<file path="src/hw/serial_port_irq_dma_pkg.sv">
package serial_port_irq_dma_pkg;

  // =====================================================================
  // register page and index (byte address = index * 4)
  localparam logic [7:0] PAGE_UNIT0 = 8'h18;
  localparam logic [7:0] PAGE_UNIT1 = 8'h19;
  localparam logic [7:0] IDX_RX_CNT_PTR = 8'hF0;
  localparam logic [7:0] IDX_RX_ADDR_PTR = 8'hF1;
  localparam logic [7:0] IDX_TX_CNT_PTR = 8'hF2;
  localparam logic [7:0] IDX_TX_ADDR_PTR = 8'hF3;
  localparam logic [7:0] IDX_IRQ_VECTOR = 8'hF4;
  localparam logic [7:0] IDX_ADDR_COMPARE = 8'hF5;
  localparam logic [7:0] IDX_IRQ_MASK = 8'hF6;
  localparam logic [7:0] IDX_IRQ_STATUS = 8'hF7;
  localparam logic [7:0] IDX_DATA_BUFFER = 8'hF8;
  localparam logic [7:0] IDX_IRQ_DMA_PRIO = 8'hF9;
  localparam logic [7:0] IDX_CHAR_CONFIG = 8'hFA;
  localparam logic [7:0] IDX_CLOCK_CONFIG = 8'hFB;
  localparam logic [7:0] IDX_BAUD_HIGH = 8'hFC;
  localparam logic [7:0] IDX_BAUD_LOW = 8'hFD;
  localparam logic [7:0] IDX_SYNC_IN_CTRL = 8'hFE;
  localparam logic [7:0] IDX_SYNC_OUT_CTRL = 8'hFF;

  // =====================================================================
  // irq_mask fields
  localparam int IMR_TX_EMPTY_SRC = 7;
  localparam int IMR_RX_EOB = 6;
  localparam int IMR_TX_EOB = 5;
  localparam int IMR_RX_ERR = 4;
  localparam int IMR_RX_ADDR = 3;
  localparam int IMR_RX_BRK = 2;
  localparam int IMR_RX_DATA = 1;
  localparam int IMR_TX_DATA = 0;

  // irq_status fields
  localparam int ISR_OVERRUN = 7;
  localparam int ISR_FRAMING = 6;
  localparam int ISR_PARITY = 5;
  localparam int ISR_ADDR = 4;
  localparam int ISR_BREAK = 3;
  localparam int ISR_RX_DATA = 2;
  localparam int ISR_TX_BUF_EMPTY = 1;
  localparam int ISR_TX_SHIFT_EMPTY = 0;

  // irq_dma_priority fields
  localparam int IRQ_DMA_PRIORITY_CHAR_SEARCH = 2;
  localparam int IRQ_DMA_PRIORITY_RX_DMA_EN = 1;
  localparam int IRQ_DMA_PRIORITY_TX_DMA_EN = 0;

  // pointer register bit 0 selectors
  localparam int PTR_SEL_BIT = 0;

  // encoded vector bits
  localparam logic [1:0] EV_RX_ERROR = 2'h0;
  localparam logic [1:0] EV_BRK_ADDR = 2'h1;
  localparam logic [1:0] EV_RX_DATA = 2'h2;
  localparam logic [1:0] EV_TX = 2'h3;

  localparam logic [7:0] REG_RESET = 8'h00;

  typedef struct packed {
    logic wait_n;
    logic [7:0] rdata;
    logic [7:0] rx_cnt_ptr;
    logic [7:0] rx_addr_ptr;
    logic [7:0] tx_cnt_ptr;
    logic [7:0] tx_addr_ptr;
    logic [4:0] vec_base;
    logic [1:0] vec_code;
    logic [7:0] addr_compare;
    logic [7:0] irq_mask;
    logic [7:0] irq_status;
    logic [7:0] rx_buf;
    logic [7:0] tx_buf;
    logic [7:0] irq_dma_priority;
    logic [7:0] char_config;
    logic [7:0] clock_config;
    logic [7:0] baud_high;
    logic [7:0] baud_low;
    logic [7:0] sync_in;
    logic [7:0] sync_out;
    logic rx_pend;
    logic tx_pend;
    logic tx_armed;
    logic dma_req;
    logic dma_is_tx;
    logic [7:0] dma_cnt_ptr;
    logic [7:0] dma_addr_ptr;
    logic irq;
    logic tx_load;
  } state_t;

endpackage

</file>
<file path="src/hw/serial_port_irq_dma_ctrl.sv">
`timescale 1ns/10ps
// Overview of operation
// - tx irq source: buffer empty or shift empty
// - rx irqs: data, errors, address, break
// - four levels encoded into two vector bits
// - priority: rx dma, tx dma, rx irq, tx irq
// - vector codes 110, 100, 010, 000
// - separate receive and transmit dma channels
// - rx dma starts on received character
// - tx dma starts on transmit buffer empty, once a buffer write has armed it
// - dma replaces data/shift irqs with end-of-block
// - last dma byte sets end-of-block flag
// - receive error stops receive dma
// - search match not transferred, dma continues
// - counter pointer: address 7:1, space bit 0
// - address pointer bit 0 selects extension
// - unit registers on page 18h or 19h
// - receive/transmit buffers share index F8h
// - data irq masks never gate dma
module serial_port_irq_dma_ctrl
  import serial_port_irq_dma_pkg::*;
#(
  parameter bit UNIT_SEL = 1'b0
) (
  input wire logic i_sys_clk,
  input wire logic i_rst,
  input wire logic [17:0] i_avs_address,
  input wire logic i_avs_read,
  input wire logic i_avs_write,
  input wire logic [31:0] i_avs_writedata,
  input wire logic [3:0] i_avs_byteenable,
  output logic [31:0] o_avs_readdata,
  output logic o_avs_waitrequest,
  input wire logic i_rx_char_done,
  input wire logic [7:0] i_rx_char,
  input wire logic i_rx_framing_err,
  input wire logic i_rx_parity_err,
  input wire logic i_rx_addr_match,
  input wire logic i_rx_break,
  input wire logic i_tx_buf_empty,
  input wire logic i_tx_shift_empty,
  output logic [7:0] o_tx_data,
  output logic o_tx_load,
  output logic o_dma_req,
  output logic o_dma_is_tx,
  output logic [7:0] o_dma_cnt_ptr,
  output logic [7:0] o_dma_addr_ptr,
  output logic [7:0] o_dma_wdata,
  input wire logic i_dma_ack,
  input wire logic i_dma_last,
  input wire logic [7:0] i_dma_rdata,
  output logic o_irq,
  output logic [7:0] o_irq_vector
);

  // every register starts at zero so software always sees a known state
  localparam state_t RESET_S = '{
    wait_n: 1'b0,
    rdata: REG_RESET,
    rx_cnt_ptr: REG_RESET,
    rx_addr_ptr: REG_RESET,
    tx_cnt_ptr: REG_RESET,
    tx_addr_ptr: REG_RESET,
    vec_base: 5'h00,
    vec_code: EV_RX_ERROR,
    addr_compare: REG_RESET,
    irq_mask: REG_RESET,
    irq_status: REG_RESET,
    rx_buf: REG_RESET,
    tx_buf: REG_RESET,
    irq_dma_priority: REG_RESET,
    char_config: REG_RESET,
    clock_config: REG_RESET,
    baud_high: REG_RESET,
    baud_low: REG_RESET,
    sync_in: REG_RESET,
    sync_out: REG_RESET,
    rx_pend: 1'b0,
    tx_pend: 1'b0,
    tx_armed: 1'b0,
    dma_req: 1'b0,
    dma_is_tx: 1'b0,
    dma_cnt_ptr: REG_RESET,
    dma_addr_ptr: REG_RESET,
    irq: 1'b0,
    tx_load: 1'b0
  };

  state_t s_q;
  state_t s_d;

  logic [7:0] page;
  logic [7:0] idx;
  logic hit;
  logic req;
  logic done;
  logic [7:0] wr;
  logic wr_en;
  logic rd_done;
  logic rx_dma_en;
  logic tx_dma_en;
  logic rx_err_any;
  logic search_hit;
  logic src_err;
  logic src_brk;
  logic src_rx;
  logic src_tx;
  logic any_int;
  logic [7:0] rd_mux;
  logic rd_buf;
  logic rx_take;

  // =====================================================================
  // register bus decode
  assign page = i_avs_address[17:10];
  assign idx = i_avs_address[9:2];
  assign hit = (page == (UNIT_SEL ? PAGE_UNIT1 : PAGE_UNIT0));
  assign req = i_avs_read | i_avs_write;
  // the request completes on the edge where waitrequest is seen low
  assign done = req & s_q.wait_n;
  assign wr = i_avs_writedata[7:0];
  assign wr_en = done & i_avs_write & i_avs_byteenable[0] & hit;
  assign rd_done = done & i_avs_read & hit;
  assign rx_dma_en = s_q.irq_dma_priority[IRQ_DMA_PRIORITY_RX_DMA_EN];
  assign tx_dma_en = s_q.irq_dma_priority[IRQ_DMA_PRIORITY_TX_DMA_EN];
  assign rx_err_any = |s_q.irq_status[ISR_OVERRUN:ISR_PARITY];
  assign search_hit = s_q.irq_dma_priority[IRQ_DMA_PRIORITY_CHAR_SEARCH]
                      & i_rx_addr_match;
  assign rd_buf = rd_done & (idx == IDX_DATA_BUFFER);
  // a character that software takes itself is never moved again by dma,
  // so a stopped receive channel resumes with the next character only
  assign rx_take = s_q.rx_pend & ~rd_buf;

  // =====================================================================
  // interrupt sources after masking
  assign src_err = s_q.irq_mask[IMR_RX_ERR] & rx_err_any;
  assign src_brk = (s_q.irq_mask[IMR_RX_ADDR] & s_q.irq_status[ISR_ADDR])
                 | (s_q.irq_mask[IMR_RX_BRK] & s_q.irq_status[ISR_BREAK]);

  // end-of-block stays a source after the enable drops at block end
  always_comb begin
    if (rx_dma_en || s_q.irq_mask[IMR_RX_EOB]) begin
      src_rx = s_q.irq_mask[IMR_RX_DATA]
               & s_q.irq_mask[IMR_RX_EOB];
    end else begin
      src_rx = s_q.irq_mask[IMR_RX_DATA] & s_q.irq_status[ISR_RX_DATA];
    end
    if (tx_dma_en || s_q.irq_mask[IMR_TX_EOB]) begin
      src_tx = s_q.irq_mask[IMR_TX_DATA]
               & s_q.irq_mask[IMR_TX_EOB];
    end else if (s_q.irq_mask[IMR_TX_EMPTY_SRC]) begin
      src_tx = s_q.irq_mask[IMR_TX_DATA]
               & s_q.irq_status[ISR_TX_BUF_EMPTY];
    end else begin
      src_tx = s_q.irq_mask[IMR_TX_DATA]
               & s_q.irq_status[ISR_TX_SHIFT_EMPTY];
    end
  end
  assign any_int = src_err | src_brk | src_rx | src_tx;

  // =====================================================================
  // register read mux
  always_comb begin
    case (idx)
      IDX_RX_CNT_PTR: rd_mux = s_q.rx_cnt_ptr;
      IDX_RX_ADDR_PTR: rd_mux = s_q.rx_addr_ptr;
      IDX_TX_CNT_PTR: rd_mux = s_q.tx_cnt_ptr;
      IDX_TX_ADDR_PTR: rd_mux = s_q.tx_addr_ptr;
      IDX_IRQ_VECTOR: rd_mux = {s_q.vec_base, s_q.vec_code, 1'b0};
      IDX_ADDR_COMPARE: rd_mux = s_q.addr_compare;
      IDX_IRQ_MASK: rd_mux = s_q.irq_mask;
      IDX_IRQ_STATUS: rd_mux = s_q.irq_status;
      IDX_DATA_BUFFER: rd_mux = s_q.rx_buf;
      IDX_IRQ_DMA_PRIO: rd_mux = s_q.irq_dma_priority;
      IDX_CHAR_CONFIG: rd_mux = s_q.char_config;
      IDX_CLOCK_CONFIG: rd_mux = s_q.clock_config;
      IDX_BAUD_HIGH: rd_mux = s_q.baud_high;
      IDX_BAUD_LOW: rd_mux = s_q.baud_low;
      IDX_SYNC_IN_CTRL: rd_mux = s_q.sync_in;
      IDX_SYNC_OUT_CTRL: rd_mux = s_q.sync_out;
      default: rd_mux = REG_RESET;
    endcase
  end

  // =====================================================================
  // next state
  always_comb begin
    s_d = s_q;
    s_d.tx_load = 1'b0;
    // waitrequest drops for exactly one cycle per request
    // one wait state keeps read data registered; each access costs two
    s_d.wait_n = req & ~s_q.wait_n;
    if (req && !s_q.wait_n) begin
      s_d.rdata = hit ? rd_mux : REG_RESET;
    end

    // =================================================================
    // software writes: flags can only be cleared
    if (wr_en) begin
      case (idx)
        IDX_RX_CNT_PTR: s_d.rx_cnt_ptr = wr;
        IDX_RX_ADDR_PTR: s_d.rx_addr_ptr = wr;
        IDX_TX_CNT_PTR: s_d.tx_cnt_ptr = wr;
        IDX_TX_ADDR_PTR: s_d.tx_addr_ptr = wr;
        IDX_IRQ_VECTOR: s_d.vec_base = wr[7:3];
        IDX_ADDR_COMPARE: s_d.addr_compare = wr;
        IDX_IRQ_MASK: begin
          s_d.irq_mask = wr;
          s_d.irq_mask[IMR_RX_EOB] = s_q.irq_mask[IMR_RX_EOB]
                                     & wr[IMR_RX_EOB];
          s_d.irq_mask[IMR_TX_EOB] = s_q.irq_mask[IMR_TX_EOB]
                                     & wr[IMR_TX_EOB];
        end
        IDX_IRQ_STATUS: s_d.irq_status = s_q.irq_status & wr;
        IDX_DATA_BUFFER: begin
          s_d.tx_buf = wr;
          s_d.tx_load = 1'b1;
          // the write only arms: this byte leaves first, dma feeds the rest
          s_d.tx_armed = tx_dma_en;
        end
        IDX_IRQ_DMA_PRIO: s_d.irq_dma_priority = wr;
        IDX_CHAR_CONFIG: s_d.char_config = wr;
        IDX_CLOCK_CONFIG: s_d.clock_config = wr;
        IDX_BAUD_HIGH: s_d.baud_high = wr;
        IDX_BAUD_LOW: s_d.baud_low = wr;
        IDX_SYNC_IN_CTRL: s_d.sync_in = wr;
        IDX_SYNC_OUT_CTRL: s_d.sync_out = wr;
        default: s_d.rdata = s_d.rdata;
      endcase
    end
    // reading the receive buffer consumes the pending character
    if (rd_buf) begin
      s_d.irq_status[ISR_RX_DATA] = 1'b0;
      s_d.rx_pend = 1'b0;
    end

    // =================================================================
    // dma completion
    if (s_q.dma_req && i_dma_ack) begin
      s_d.dma_req = 1'b0;
      if (s_q.dma_is_tx) begin
        s_d.tx_buf = i_dma_rdata;
        s_d.tx_load = 1'b1;
        s_d.tx_pend = 1'b0;
        if (i_dma_last) begin
          s_d.irq_mask[IMR_TX_EOB] = 1'b1;
          s_d.irq_dma_priority[IRQ_DMA_PRIORITY_TX_DMA_EN] = 1'b0;
          s_d.tx_armed = 1'b0;
        end
      end else begin
        s_d.rx_pend = 1'b0;
        s_d.irq_status[ISR_RX_DATA] = 1'b0;
        if (i_dma_last) begin
          s_d.irq_mask[IMR_RX_EOB] = 1'b1;
          s_d.irq_dma_priority[IRQ_DMA_PRIORITY_RX_DMA_EN] = 1'b0;
        end
      end
    end

    // =================================================================
    // hardware events: set wins over a same-cycle clear
    if (i_rx_char_done) begin
      s_d.rx_buf = i_rx_char;
      // overrun: previous character neither read nor moved by dma
      if (s_q.irq_status[ISR_RX_DATA] || s_q.rx_pend) begin
        s_d.irq_status[ISR_OVERRUN] = 1'b1;
      end
      if (i_rx_framing_err) begin
        s_d.irq_status[ISR_FRAMING] = 1'b1;
      end
      if (i_rx_parity_err) begin
        s_d.irq_status[ISR_PARITY] = 1'b1;
      end
      s_d.irq_status[ISR_RX_DATA] = 1'b1;
      if (rx_dma_en && !search_hit) begin
        s_d.rx_pend = 1'b1;
      end
    end
    if (i_rx_addr_match) begin
      s_d.irq_status[ISR_ADDR] = 1'b1;
    end
    if (i_rx_break) begin
      s_d.irq_status[ISR_BREAK] = 1'b1;
    end
    if (i_tx_buf_empty) begin
      s_d.irq_status[ISR_TX_BUF_EMPTY] = 1'b1;
      if (s_d.tx_armed && tx_dma_en) begin
        s_d.tx_pend = 1'b1;
      end
    end
    if (i_tx_shift_empty) begin
      s_d.irq_status[ISR_TX_SHIFT_EMPTY] = 1'b1;
    end

    // =================================================================
    // dma arbitration: receive before transmit
    // a pending receive error holds receive dma off until cleared
    // a new request waits one cycle after an acknowledge, so the core
    // always sees the request line drop between two transfers
    if (!s_q.dma_req) begin
      if (rx_take && rx_dma_en && !rx_err_any) begin
        s_d.dma_req = 1'b1;
        s_d.dma_is_tx = 1'b0;
        s_d.dma_cnt_ptr = s_q.rx_cnt_ptr;
        s_d.dma_addr_ptr = s_q.rx_addr_ptr;
      end else if (s_q.tx_pend && tx_dma_en) begin
        s_d.dma_req = 1'b1;
        s_d.dma_is_tx = 1'b1;
        s_d.dma_cnt_ptr = s_q.tx_cnt_ptr;
        s_d.dma_addr_ptr = s_q.tx_addr_ptr;
      end
    end

    // =================================================================
    // interrupt: yields to any dma request
    // the code is kept while no source stands, so a late read of the
    // vector still shows the last cause
    s_d.irq = any_int & ~s_d.dma_req;
    if (src_err) begin
      s_d.vec_code = EV_RX_ERROR;
    end else if (src_brk) begin
      s_d.vec_code = EV_BRK_ADDR;
    end else if (src_rx) begin
      s_d.vec_code = EV_RX_DATA;
    end else if (src_tx) begin
      s_d.vec_code = EV_TX;
    end
  end

  // =====================================================================
  // state register
  // synchronous reset only: bus, dma and event inputs share this clock
  always_ff @(posedge i_sys_clk) begin
    if (i_rst) begin
      s_q <= RESET_S;
    end else begin
      s_q <= s_d;
    end
  end

  // =====================================================================
  // outputs
  assign o_avs_readdata = {24'h000000, s_q.rdata};
  assign o_avs_waitrequest = ~s_q.wait_n;
  assign o_tx_data = s_q.tx_buf;
  assign o_tx_load = s_q.tx_load;
  assign o_dma_req = s_q.dma_req;
  assign o_dma_is_tx = s_q.dma_is_tx;
  assign o_dma_cnt_ptr = s_q.dma_cnt_ptr;
  assign o_dma_addr_ptr = s_q.dma_addr_ptr;
  assign o_dma_wdata = s_q.rx_buf;
  assign o_irq = s_q.irq;
  assign o_irq_vector = {s_q.vec_base, s_q.vec_code, 1'b0};

endmodule

</file>
<file path="config.mk">
export PLATFORM = sky130hd
export DESIGN_NAME = serial_port_irq_dma_ctrl
export DESIGN_NICKNAME = d
export VERILOG_FILES = /design/src/hw/serial_port_irq_dma_pkg.sv /design/src/hw/serial_port_irq_dma_ctrl.sv
export SDC_FILE = /design/constraint.sdc
export NUM_CORES = 1
export LEC_CHECK = 0
export BUFFER_PORTS_ARGS = -buffer_cell sky130_fd_sc_hd__buf_4
export CAP_MARGIN = 10
export CORE_AREA = 2 2 125 157
export CTS_BUF_LIST = sky130_fd_sc_hd__clkbuf_16
export DETAILED_ROUTE_END_ITERATION = 10
export DIE_AREA = 0 0 127 159
export PLACE_DENSITY = 0.78
export SYNTH_ARGS = -nofsm -noshare
export SYNTH_HDL_FRONTEND = slang
export SYNTH_SLANG_ARGS = --single-unit
export TNS_END_PERCENT = 30
</file>
<file path="constraint.sdc">
create_clock -name i_sys_clk -period 1.8 [get_ports i_sys_clk]
set_input_delay 0.36 -clock i_sys_clk [delete_from_list [all_inputs] [get_ports i_sys_clk]]
set_output_delay 0.36 -clock i_sys_clk [all_outputs]
set_load 0.05 [all_outputs]
</file>
-- After elaboration in Yosys (flattened, before gate mapping)
Cells that the tools add are included.
- flip-flop bits (word level): 167
- input port bits: 83
- output and inout port bits: 77
- word-level logic and storage cells: 193
- equality and inequality tests: 17
- mux-type cells: 63
- bitwise operators: 31
- reduce and logical (&&, ||, !) cells: 46
- operators with widths (operator ; number):
    $eq A8 B8 Y1 const B ; 16
    $pmux W8 S16 ; 1
    $mux W8 ; 13
    $mux W64 ; 1
    $mux W18 ; 3
    $reduce_and A2 Y1 ; 19
    $mux W1 ; 36
    $and A1 B1 Y1 ; 21
    $reduce_bool A2 Y1 ; 10
    $mux W15 ; 1
    $mux W2 ; 5
    $and A8 B8 Y8 ; 1
    $eq A8 B5 Y1 const B ; 1
    $logic_and A1 B1 Y1 ; 7
    $mux W7 ; 1
    $reduce_or A3 Y1 ; 2
    $or A1 B1 Y1 ; 5
    $mux W4 ; 1
    $not A1 Y1 ; 4
    $logic_not A1 Y1 ; 3
    $logic_or A1 B1 Y1 ; 3
    $mux W3 ; 1
    $reduce_bool A3 Y1 ; 1
    $reduce_or A2 Y1 ; 1

-- Longest topological paths before layout
- depth in word-level cells: 14
- gate-level depth with buffers: 8
- gate-level depth less buffers: 5

-- Worst setup path after synthesis
Ideal clock, no wire load.
- path type: reg-to-reg
- from: register s_q, in the netlist o_dma_req
- to: register s_q, in the netlist o_tx_data[0]
- setup time: 91 ps
- arrival time: 1742 ps
- data required time: 1709 ps
- slack: -33 ps
- stages on the path, launching flop included: 5
- path buffers: 2
- period minus slack after synthesis: 1833 ps
- path through: dfxtp_1 clkbuf_1 nand3_1 clkbuf_1 a311oi_1
- word-level cells in the longest chain between the ends: 2
- RTL lines (element ; RTL line ; source):
    from (decl) ; serial_port_irq_dma_ctrl.sv:89 ; state_t s_q;
    from (signal assigned) ; serial_port_irq_dma_ctrl.sv:335 ; s_q <= RESET_S;
    from (signal assigned) ; serial_port_irq_dma_ctrl.sv:337 ; s_q <= s_d;
    $logic_and A1 B1 Y1 ; serial_port_irq_dma_ctrl.sv:239 ; if (s_q.dma_req && i_dma_ack) begin
    $mux W8 ; serial_port_irq_dma_ctrl.sv:239 ;
Every way passes these cells.
A chain may end at the register's enable or synchronous reset.

-- Worst setup path after layout
- from: register s_q[166] in the netlist's numbering
- to: register s_q[107] in the netlist's numbering
- word-level cells in the longest chain between the ends: 5
- RTL lines (element ; RTL line ; source):
    $and A1 B1 Y1 ; serial_port_irq_dma_ctrl.sv:120 ; assign done = req & s_q.wait_n;
    $and A1 B1 Y1 (3 in a row) ; serial_port_irq_dma_ctrl.sv:122 ; assign wr_en = done & i_avs_write & i_avs_byteenable[0] & hit;
    $reduce_and A2 Y1 (no source line) ; - ;
Every way passes these cells.

==> summary by stage <==
Route
After detailed routing, the number of remaining DRC violations is 0. The iteration-0 DRC count of the detailed router is 871. The final routed wirelength across all metal layers is 28900 microns. In the routed layout, each cell is associated on average with a via count of 5.92.

The count of nets left with antenna violations once routing finished came out at 0. The number of iterations in the first detailed-routing pass is 5. The routed wire length per instance is 20.9 microns. Summing over every cut layer, the via total after detailed routing is approximately 8000.

Synthesis
The mean instance size in the synthesized netlist is 8.20 sq um. In the synthesized netlist the dominant register cell turns out to be dfxtp_1. The async set or reset register ratio after synthesis is 0%.

In the post-synthesis netlist, the biggest area contributors are dfxtp_1, nand2_1, buf_4, a21oi_1, mux2i_1. After synthesis the cells add up to 0.00827 sq mm. The number of distinct standard cells referenced by the synthesized netlist is 68. The share of the Yosys chip area taken by registers is 40.4%.

The synthesized design contains 0 enable-type register cells. The flip-flop and latch count after synthesis is 167. The biggest area consumer among synthesized cells is dfxtp_1. The synthesis warning total is 0. The gate count after technology mapping is 1009. The fraction of post-synthesis cell area in the top cell type by area is 40.4%.

Worst setup path
The data required time of the critical path is 2.09 ns. The class of the most critical setup path is flip-flop to flip-flop. The worst path arrival time is about 2.1 ns. The sort of element at the end of the critical path is a flip-flop. The critical path launch point type is a flip-flop. The largest stage delay on the critical path is 0.47 ns. The critical path goes through and3_4 -> nand3_1 -> or3_1 -> buf_4 -> mux2i_1 -> nor2_1. The cell at the slowest stage of the critical path is or3_1.

The largest fanout of any net on the critical path is 5.

STA
The ratio of final minimum period to clock period is ~100%. Setup repair after global routing left no endpoint under its margin. The post-route setup TNS is 0 ns.

The post-route clock skew is between 0.01 and 0.015 ns. The count of endpoints failing setup in the final report is 0. The number of max-slew violations in the final report was 0. Across all setup checks in the final design, the least slack found is 0.0157 ns. The maximum clock frequency is 560 MHz. Across all hold checks on the routed design, the worst slack comes to 0.160 ns. The number of hold violations in the final report is 0. The relative slew slack is between 50 and 60%. The time the final worst path needs with I/O delays and setup is 1.78 ns. At the pin with the least slew margin, the transition time is 0.614 ns.

Job
Max-cap violations in this run came to 0.

Final layout
The final non-filler cell area is just over 0.01 sq mm. Relative to the synthesized area, the layout overhead comes to 22.7%. Of the cells placed in the final design, the portion with a size suffix greater than 1 is 24.9%. The number of antenna diodes in the final layout is 0.

The number of standard cells in the layout, taps in and fillers out is 1382. After the last flow step, the layout net total stands at approximately 1200.

Floorplanning
The I/O pin count is 160. The initial utilization of the core area, before any placement, comes to 44.4%. The floorplan has 56 rows. The vertical extent of the die is roughly 160 microns.

The width of the chip is about 130 microns. The core outline area is 0.0186 sq mm. The total die area is 0.0202 sq mm.

Clock tree
The depth of the CTS H-tree is 4. The clock passes through at most 2 buffers. Counting every sink on the clock net gives about 170. The insertion delay to the later sink of the worst-skew pair is 0.43 ns. Clock-pin slew was measured on the worst setup and hold paths at approximately 0.070 ns.

The number of clock buffers inserted by TritonCTS is 17. The tree is rooted in a clkbuf_16. TritonCTS built the clock tree.

The number of gates resized after CTS is 0. The number of hold-repair buffers added at the cts stage is 0. Post-CTS timing repair inserted 0 buffers for setup.

Global routing
The global routing usage on met1 is 32.7%. The peak-usage layer in the global routing report is met2. The routing usage on met2 is between 40% and 50%. Global routing consumed, on the met3 layer, 4.54% of the routing resources.

The via count of the first global-routing pass is between 7000 and 8000. Across every metal layer, demand over resource in global routing totals 27.6%. The initial antenna violation count is 0. The remaining global-route overflow is 0. The first-pass GRT wire length is between 40000 and 50000 microns. The largest net degree at the start of global routing is between 100 and 150.

Placed design
The congestion estimate from routability-driven global placement came to 0.999. The post-placement setup slack is -0.293 ns. The number of placed instances with taps included is 1350. The number of buffers inserted by port buffering is ~110. The post-place instance area is 0.00956 sq mm. The sum of net half-perimeters after detailed placement is 21000 microns.

Status
The flow ran to the end, and the final reports show no timing, DRC or antenna violations.

Power and ir drop
The largest vdd supply drop is about 0.69 mV. For this design the ratio of total power to cell area is 804 mW/mm^2. For this design the static power due to leakage is 3.88 nW.

Hold path
The path class of the tightest hold or removal check is input pin to flip-flop.
Yosys cell counts (all sizes together), types with 3 or more instances:
| master | n |
|---|---|
| mux2 | 9 |
| nor4b | 3 |
| a32oi | 4 |
| inv | 11 |
| o22ai | 23 |
| nor3 | 15 |
| dfxtp | 167 |
| or2 | 3 |
| a21oi | 106 |
| and2 | 6 |
| nand2 | 163 |
| nand2b | 7 |
| nor2b | 5 |
| a31oi | 8 |
| buf | 89 |
| nor2 | 70 |
| mux2i | 53 |
| nand3 | 14 |
| a221oi | 9 |
| or3 | 3 |
| and3b | 3 |
| a211oi | 3 |
| o221ai | 3 |
| o21ai | 78 |
| a22oi | 48 |
| a311oi | 12 |
| clkbuf | 55 |
| nand4 | 5 |
registers in the layout, indices dropped and copies added (netlist names):
| signal | cells |
|---|---|
| s_q | 115 |
| o_avs_readdata | 8 |
| o_dma_addr_ptr | 8 |
| o_dma_cnt_ptr | 8 |
| o_dma_wdata | 8 |
| o_tx_data | 8 |
| o_irq_vector | 7 |
| o_dma_is_tx | 1 |
| o_dma_req | 1 |
| o_irq | 1 |
| o_tx_load | 1 |
| rx_dma_en | 1 |
cell families (layout without fill, tap and decap cells):
family          Yosys count  in the layout  synth area share (%)
compound gates          315            315                  23.3
simple gates            308            308                  17.0
mux                      63             63                  7.91
other cells               1             25                0.0453
flops                   167            167                  40.4
buf+inv                 155            272                  11.3
path summary, 6_finish.rpt:
kind         slack [ns]         start              to  cells after the start
max reg2reg        0.02      s_q[166]        s_q[107]                      6
max                0.02      s_q[166]        s_q[107]                      6
min reg2reg        0.48       s_q[77]         s_q[77]                      2
min                0.16  i_rx_char[0]  o_dma_wdata[0]                      3
where the power goes:
part / switching [mW] / internal, mW / total, mW
registers: 0.0301 / 3.72 / 3.75
logic: 0.515 / 0.262 / 0.777
clock network: 1.58 / 2.05 / 3.64
total: 2.13 / 6.03 / 8.16
metal layers:
metal	wire length (microns)	vias to the layer above
met1	11300	3954
li1	-	3759
met4	1520	0
met5	0	-
met3	1750	94
met2	14300	376
cell usage in the layout (no fill, tap or decap), drive strengths merged, types with 8 or more instances in the layout:
cell type  count
conb          25
a31oi          8
o22ai         23
mux2           9
buf          229
clkbuf        17
nand2        163
a311oi        12
mux2i         53
nand3         14
o21ai         78
nor2          70
a21oi        106
nor3          15
dfxtp        167
inv           16
a22oi         48
a221oi         9
critical path, delay by kind of cell (launching register included):
| kind | cells | cell delay, ns |
|---|---|---|
| and+or+nand+nor | 4 | 0.91 |
| buffers and inverters | 1 | 0.19 |
| DFF | 1 | 0.36 |
| muxes | 1 | 0.18 |
metrics by stage:
step / utilization (%) / total power, mW
after global placement: 51.3 / 4.59
after global routing: 54.5 / 8.35
after detailed placement: 51.3 / 4.59
after CTS: 54.4 / 8.15
after floorplan: - / 4.29
final: 54.5 / 8.16
area by class of cell:
class	instances	area, sq um
Clock buffer	17	425
Sequential cell	167	3350
Timing Repair Buffer	229	1790
Clock inverter	15	153
Tap cell	232	290
Fill cell	1692	8490
Inverter	11	41.3
Multi-Input combinational cell	711	4100
Power figures use the tool's default switching activity.
